## config.mk

```make
export PLATFORM = sky130hd
export DESIGN_NAME = adc_output_stage
export DESIGN_NICKNAME = d
export VERILOG_FILES = /design/src/adc_out_pkg.sv /design/src/adc_output_stage.sv
export VERILOG_INCLUDE_DIRS = /design/src
export SDC_FILE = /design/constraint.sdc
export NUM_CORES = 1
export LEC_CHECK = 0
export BUFFER_PORTS_ARGS = -buffer_cell sky130_fd_sc_hd__buf_4
export CORE_ASPECT_RATIO = 0.75
export CORE_MARGIN = 2
export CORE_UTILIZATION = 56
export DETAILED_ROUTE_END_ITERATION = 10
export PLACE_DENSITY_LB_ADDON = 0.08
export SKIP_CTS_REPAIR_TIMING = 1
export SYNTH_ARGS = -nofsm -noshare
export SYNTH_HDL_FRONTEND = slang
export SYNTH_SLANG_ARGS = --single-unit
```

## constraint.sdc

```tcl
create_clock -name CLK_SYS -period 3.2 [get_ports CLK_SYS]
set_input_delay 0.32 -clock CLK_SYS [delete_from_list [all_inputs] [get_ports CLK_SYS]]
set_output_delay 0.32 -clock CLK_SYS [all_outputs]
set_load 0.005 [all_outputs]
```

## src/adc_out_params.svh

```systemverilog
`ifndef ADC_OUT_PARAMS_SVH
`define ADC_OUT_PARAMS_SVH

// ----------------------------------------
// Pipeline and word layout
// ----------------------------------------
`define DATA_W 12
`define PIPE_DEPTH 8
`define STAGE_W 4

// ----------------------------------------
// Register map, byte addresses
// ----------------------------------------
`define CTRL_ADDR 4'h0
`define STATUS_ADDR 4'h4
`define LATENCY_ADDR 4'h8

// ----------------------------------------
// Control field positions and reset value
// ----------------------------------------
`define CTRL_OE_N_BIT 0
`define CTRL_GRAY_BIT 1
`define CTRL_TWOS_BIT 2
`define CTRL_PWR_LSB 3
`define CTRL_RESET 32'h0000_0000

// ----------------------------------------
// Power state codes
// ----------------------------------------
`define PWR_NORMAL 2'h0
`define PWR_STANDBY 2'h1
`define PWR_DOWN 2'h2

// ----------------------------------------
// AXI responses
// ----------------------------------------
`define RESP_OKAY 2'h0
`define RESP_SLVERR 2'h2

`endif

```

## src/adc_out_pkg.sv

```systemverilog
package adc_out_pkg;
	`include "adc_out_params.svh"

	typedef struct packed {
		logic [`DATA_W-1:0] code;
		logic range_flag;
	} sample_t;

	typedef struct packed {
		logic [1:0] power_state;
		logic twos_select;
		logic gray_code_select;
		logic oe_n;
	} ctrl_t;

	typedef struct packed {
		logic aw_busy;
		logic [3:0] aw_addr;
		logic w_busy;
		logic [31:0] w_data;
		logic [3:0] w_strb;
		logic bvalid;
		logic [1:0] bresp;
		logic rvalid;
		logic [31:0] rdata;
		logic [1:0] rresp;
	} bus_t;
endpackage

```

## src/adc_output_stage.sv

```systemverilog
`timescale 1ns/100ps
`include "adc_out_params.svh"

// How it works
// - Each result leaves the pipe exactly eight clock cycles after its sample entered.
// - The output word changes only on a rising clock edge, or when reset clears it.
// - The range flag travels in the same pipe slot as its data word.
// - The flag is low for in-range samples and high for out-of-range ones.
// - The flag stays high until an in-range sample has itself reached the output.
// - With the output disable low and the power state normal the data pins are driven.
// - With the output disable high the data pins float.
// - The output disable resets low so the outputs start enabled.
// - The data word is twelve bits wide.
// - Gray select gives gray code, otherwise the format bit picks offset binary or twos.
// - Standby and power-down float the outputs whatever the output disable says.
module adc_output_stage
	import adc_out_pkg::*;
(
	input wire logic CLK_SYS,
	input wire logic RESET_N,
	input wire logic [`DATA_W-1:0] SAMPLE_CODE,
	input wire logic SAMPLE_OVER,
	input wire logic SAMPLE_UNDER,
	output logic [`DATA_W-1:0] DATA_OUT,
	output logic [`DATA_W-1:0] DATA_OE_N,
	output logic OUT_OF_RANGE_FLAG,
	input wire logic [3:0] S_AXI_AWADDR,
	input wire logic S_AXI_AWVALID,
	output logic S_AXI_AWREADY,
	input wire logic [31:0] S_AXI_WDATA,
	input wire logic [3:0] S_AXI_WSTRB,
	input wire logic S_AXI_WVALID,
	output logic S_AXI_WREADY,
	output logic [1:0] S_AXI_BRESP,
	output logic S_AXI_BVALID,
	input wire logic S_AXI_BREADY,
	input wire logic [3:0] S_AXI_ARADDR,
	input wire logic S_AXI_ARVALID,
	output logic S_AXI_ARREADY,
	output logic [31:0] S_AXI_RDATA,
	output logic [1:0] S_AXI_RRESP,
	output logic S_AXI_RVALID,
	input wire logic S_AXI_RREADY
);

	typedef struct packed {
		sample_t [`PIPE_DEPTH-1:0] pipe;
		sample_t out;
		logic [`DATA_W-1:0] oe_n;
		ctrl_t ctrl;
		bus_t bus;
	} state_t;

	state_t s_q;
	state_t s_d;
	logic [`DATA_W-1:0] fmt;
	logic floating;
	logic [31:0] ctrl_word;

	// ----------------------------------------
	// Output formatting
	// ----------------------------------------
	always_comb begin
		ctrl_word = {27'h0, s_q.ctrl};
		// Converter core delivers offset binary
		fmt = s_q.pipe[`PIPE_DEPTH-1].code;
		if (s_q.ctrl.gray_code_select) begin
			fmt = fmt ^ (fmt >> 1);
		end else if (s_q.ctrl.twos_select) begin
			fmt[`DATA_W-1] = ~fmt[`DATA_W-1];
		end
		floating = s_q.ctrl.oe_n || (s_q.ctrl.power_state != `PWR_NORMAL);
	end

	// ----------------------------------------
	// Next state
	// ----------------------------------------
	always_comb begin
		s_d = s_q;
		// Shift every cycle; no stall exists
		s_d.pipe[0].range_flag = SAMPLE_OVER || SAMPLE_UNDER;
		// Clamp to the end code the receiver expects for the flag
		s_d.pipe[0].code = SAMPLE_OVER ? 12'hFFF : (SAMPLE_UNDER ? 12'h000 : SAMPLE_CODE);
		for (int i = 1; i < `PIPE_DEPTH; i++) begin
			s_d.pipe[i] = s_q.pipe[i-1];
		end
		// Output latch changes eight edges after the taking edge
		// Input capture counts as no cycle, like the analog hold
		s_d.out.code = fmt;
		s_d.out.range_flag = s_q.pipe[`PIPE_DEPTH-1].range_flag;
		s_d.oe_n = {`DATA_W{floating}};
		// Write channels taken in either order
		if (S_AXI_AWVALID && !s_q.bus.aw_busy) begin
			s_d.bus.aw_busy = 1'b1;
			s_d.bus.aw_addr = S_AXI_AWADDR;
		end
		if (S_AXI_WVALID && !s_q.bus.w_busy) begin
			s_d.bus.w_busy = 1'b1;
			s_d.bus.w_data = S_AXI_WDATA;
			s_d.bus.w_strb = S_AXI_WSTRB;
		end
		if (s_q.bus.aw_busy && s_q.bus.w_busy && !s_q.bus.bvalid) begin
			s_d.bus.bvalid = 1'b1;
			s_d.bus.bresp = `RESP_OKAY;
			if (s_q.bus.aw_addr == `CTRL_ADDR) begin
				if (s_q.bus.w_strb[0]) begin
					s_d.ctrl = ctrl_t'(s_q.bus.w_data[4:0]);
				end
			end else if (s_q.bus.aw_addr != `STATUS_ADDR && s_q.bus.aw_addr != `LATENCY_ADDR) begin
				s_d.bus.bresp = `RESP_SLVERR;
			end
		end
		if (s_q.bus.bvalid && S_AXI_BREADY) begin
			s_d.bus.bvalid = 1'b0;
			s_d.bus.aw_busy = 1'b0;
			s_d.bus.w_busy = 1'b0;
		end
		if (S_AXI_ARVALID && !s_q.bus.rvalid) begin
			s_d.bus.rvalid = 1'b1;
			s_d.bus.rresp = `RESP_OKAY;
			case (S_AXI_ARADDR)
				`CTRL_ADDR: s_d.bus.rdata = ctrl_word;
				`STATUS_ADDR: s_d.bus.rdata = {19'h0, s_q.out.range_flag, s_q.out.code};
				`LATENCY_ADDR: s_d.bus.rdata = 32'(`PIPE_DEPTH);
				default: begin
					s_d.bus.rdata = 32'h0000_0000;
					s_d.bus.rresp = `RESP_SLVERR;
				end
			endcase
		end else if (s_q.bus.rvalid && S_AXI_RREADY) begin
			s_d.bus.rvalid = 1'b0;
		end
	end

	always_ff @(posedge CLK_SYS or negedge RESET_N) begin
		if (!RESET_N) begin
			s_q <= '0;
			s_q.ctrl <= ctrl_t'(5'(`CTRL_RESET));
		end else begin
			s_q <= s_d;
		end
	end

	// ----------------------------------------
	// Ports, all from flops
	// ----------------------------------------
	always_comb begin
		DATA_OUT = s_q.out.code;
		DATA_OE_N = s_q.oe_n;
		OUT_OF_RANGE_FLAG = s_q.out.range_flag;
		S_AXI_AWREADY = !s_q.bus.aw_busy;
		S_AXI_WREADY = !s_q.bus.w_busy;
		S_AXI_BVALID = s_q.bus.bvalid;
		S_AXI_BRESP = s_q.bus.bresp;
		S_AXI_ARREADY = !s_q.bus.rvalid;
		S_AXI_RVALID = s_q.bus.rvalid;
		S_AXI_RDATA = s_q.bus.rdata;
		S_AXI_RRESP = s_q.bus.rresp;
	end

	// ----------------------------------------
	// Checks
	// ----------------------------------------
	property p_flag_latency;
		@(posedge CLK_SYS) disable iff (!RESET_N)
		##9 (OUT_OF_RANGE_FLAG == $past(SAMPLE_OVER || SAMPLE_UNDER, 9));
	endproperty
	a_flag_latency: assert property (p_flag_latency) else $error("flag latency wrong");

	property p_over_code;
		@(posedge CLK_SYS) disable iff (!RESET_N)
		(SAMPLE_OVER && !SAMPLE_UNDER) |-> ##9 (OUT_OF_RANGE_FLAG && DATA_OUT != 12'h000);
	endproperty
	a_over_code: assert property (p_over_code) else $error("overrange word wrong");

	property p_in_range;
		@(posedge CLK_SYS) disable iff (!RESET_N)
		(!SAMPLE_OVER && !SAMPLE_UNDER) [*2] |-> ##8 !OUT_OF_RANGE_FLAG;
	endproperty
	a_in_range: assert property (p_in_range) else $error("flag high in range");

	property p_flag_hold;
		@(posedge CLK_SYS) disable iff (!RESET_N)
		$fell(OUT_OF_RANGE_FLAG) |-> !$past(SAMPLE_OVER || SAMPLE_UNDER, 9);
	endproperty
	a_flag_hold: assert property (p_flag_hold) else $error("flag dropped early");

	property p_drive;
		@(posedge CLK_SYS) disable iff (!RESET_N)
		(!s_q.ctrl.oe_n && s_q.ctrl.power_state == `PWR_NORMAL) |=> (DATA_OE_N == 12'h000);
	endproperty
	a_drive: assert property (p_drive) else $error("outputs not driven");

	property p_float;
		@(posedge CLK_SYS) disable iff (!RESET_N)
		s_q.ctrl.oe_n |=> (DATA_OE_N == 12'hFFF);
	endproperty
	a_float: assert property (p_float) else $error("outputs not floating");

	property p_power_float;
		@(posedge CLK_SYS) disable iff (!RESET_N)
		(s_q.ctrl.power_state != `PWR_NORMAL) |=> (DATA_OE_N == 12'hFFF);
	endproperty
	a_power_float: assert property (p_power_float) else $error("outputs driven in low power");

	property p_gray;
		@(posedge CLK_SYS) disable iff (!RESET_N)
		s_q.ctrl.gray_code_select |=>
		(DATA_OUT == ($past(s_q.pipe[7].code) ^ ($past(s_q.pipe[7].code) >> 1)));
	endproperty
	a_gray: assert property (p_gray) else $error("gray code wrong");

	property p_stream;
		@(posedge CLK_SYS) disable iff (!RESET_N)
		##1 (s_q.pipe[1] == $past(s_q.pipe[0]));
	endproperty
	a_stream: assert property (p_stream) else $error("pipe stalled");

endmodule

```

==> flow_metrics.py <==
metrics = {
    "floorplanning": {
        "coreArea_um2": 8600,
        "rows": 29,
        "initial_core_util": 0.588,
        "die_h_um": 86.3,
        "num_io_pins": 131,
        "die_area_um2": 9820,
        "die-width_um": 114,
    },
    "pwr": {
        "p_per_area_nw_per_um2": 816,
        "peakVddDrop_mv": 0.392,
        "leakagePower_uw": 0.00281,
    },
    "synth": {
        "avgSynthCellArea_um2": 15.5,
        "ys_types": 28,
        "syn_inst": 327,
        "synth_edf_count": 0,
        "yosys_warnings": 0,
        "synth-main-ff-cell": "dfrtp_1",
        "syn_area_um2": 5060,
        "ys_seq_elements": 152,
        "ys_seq_area_frac": 0.752,
        "async_flop_share": 1.00,
    },
    "cts": {
        "cts.reportedPaths.clkPinSlew_ns": 0.06,
        "root_buffer": "clkbuf_16",
        "numCtsBuffers": 17,
        "cts_sinks": 152,
        "cts_tree": "yes",
        "cts_buffer_depth": 2,
        "worstSkewPairLatency_ns": 0.40,
        "h-tree-depth": 4,
    },
    "worst_setup_path": {
        "worstSetupPathType": "register to register",
        "critPathMaxStageDelay_ns": 0.60,
        "start_kind": "register",
        "end_kind": "register",
        "worstPathArrival_ns": 2.14,
        "r2r_cells": 3,
        "crit_path_top_delay_cell": "or4_1",
        "critPathLaunch": "s_q[77]",
        "timing.critical_path.fanout_max": 5,
        "timing.rr.start": "s_q[77]",
        "worstPathRequired_ns": 3.49,
        "path_cells": "or3b_1, or4_1, mux2_4",
    },
    "timing": {
        "finalSetupTns_ns": 0,
        "max_slew.worst_pin.slew_ns": 0.594,
        "setup_ws_ns": 1.35,
        "min_period_ns": 1.85,
        "finalCritPeriodShare": 0.577,
        "fin_skew_ns": 0.00825,
        "hold_viol": 0,
        "maxSlewViolCount": 0,
        "rsz0062_at_grt": "no",
        "setup_violations": 0,
        "slew-limit-headroom": 0.603,
        "max_freq_mhz": 541,
    },
    "route": {
        "first_pass_iters": 4,
        "num_vias": 2303,
        "vias_per_cell": 4.62,
        "wire_per_inst_um": 13.2,
        "route.detailed.drc": 0,
        "ant_nets": 0,
        "wirelength_um": 6570,
        "drtIter0Drc": 123,
    },
    "global_route": {
        "grt_pass1_wl_um": 11000,
        "grt_max_degree": 67,
        "track_usage": 0.151,
        "antenna_found_initial": 0,
        "grt_pass1_vias": 2317,
        "grt_overflow": 0,
    },
    "cells_and_area": {
        "drive_gt1_frac": 0.302,
        "nets": 445,
        "antennaDiodeCount": 0,
        "syn2layout_area_growth_pct": 18.1,
        "fillers": 583,
        "multiInputGateArea_um2": 820,
        "register_area_um2": 3800,
        "layout_commonest_cell": "dfrtp_1",
        "layout_common_cells": "dfrtp_1, buf_4, conb_1",
    },
    "placed_design": {
        "gp_congestion": 0.828,
        "dp_slack_ns": 1.36,
        "portBuffers": 79,
        "place_hpwl_um": 3940,
    },
    "hold_path": {
        "hold_depth": 2,
        "min_from": "S_AXI_RREADY",
        "min_path_type": "input port to register",
    },
    "status": {
        "status": "finished clean",
    },
    "flow_run": {
        "max_cap_violations": 0,
    },
}
through the flow:
stage,instances,total power [µW],instance area [µm²],hold WS [ns],util
5_1_grt,499,5120,5970,0.0711,0.695
3_5_place_dp,468,3040,5400,0.334,0.628
3_3_place_gp,468,3010,5400,0.331,0.628
6_report,499,4870,5970,0.0855,0.695
2_1_floorplan,347,2850,5130,0.0244,-
4_1_cts,498,4940,5960,-0.106,0.693
registers in the layout, indices dropped and copies added, names as in the netlist:
signal / cells
s_d: 92
S_AXI_BRESP: 1
OUT_OF_RANGE_FLAG: 1
S_AXI_BVALID: 1
S_AXI_RRESP: 1
ctrl_word: 5
DATA_OE_N: 1
S_AXI_RDATA: 13
DATA_OUT: 12
S_AXI_RVALID: 1
s_q: 24
logic make-up after synthesis:
group           share of synthesized area
xor+xnor                           0.0208
flops                               0.752
simple gates                       0.0336
buf+inv                             0.101
other cells                      0.000741
compound gates                     0.0470
mux                                0.0450
power breakdown:
part | switching (µW) | internal [µW] | total, µW
logic | 244 | 388 | 631
clock network | 718 | 1160 | 1870
registers | 179 | 2190 | 2370
path summary, 6_finish.rpt:
check,to,slack [ns]
max,ctrl_word[2],1.35
min,S_AXI_RVALID,0.09
max reg2reg,ctrl_word[2],1.35
min reg2reg,s_d[97],0.34
max in group asynchronous,s_q[44],1.89
min in group asynchronous,s_d[131],0.45
worst max-delay path, delay by kind of cell (launching register included):
kind          cells  cell delay (ns)
mux               1             0.36
simple gates      2             0.97
flops             1             0.40
cell type report:
class	instances	area share
Clock inverter	12	0.0214
Timing Repair Buffer	83	0.105
Tap cell	108	0.0226
Inverter	5	0.00314
Multi-Input combinational cell	121	0.137
Clock buffer	18	0.0735
Sequential cell	152	0.637
synthesized netlist by cell type, types with 2 or more instances:
master      n  area, µm²
nand2b_1    2       12.5
a21oi_1     2       10.0
nor2_1      2       7.51
mux2_4      5       75.1
dfrtp_1   152       3800
o21ai_1     8       40.0
a21o_1     12       90.1
clkbuf_1    8       30.0
buf_4      60        450
inv_1       5       18.8
xnor2_1    12        105
mux2i_1     4       40.0
nand2_1    20       75.1
a211oi_1    3       22.5
nor2b_1     3       18.8
mux2_1     10        113
a22o_1      8       70.1
per-layer routing:
layer	up-vias	global-route usage	part of all wire
li1	1090	-	-
met1	1111	0.200	0.45
met2	93	0.222	0.46
met3	9	0.0629	0.077
met4	0	0.0676	0.011
met5	-	0	0
Power figures use the tool's default switching activity.
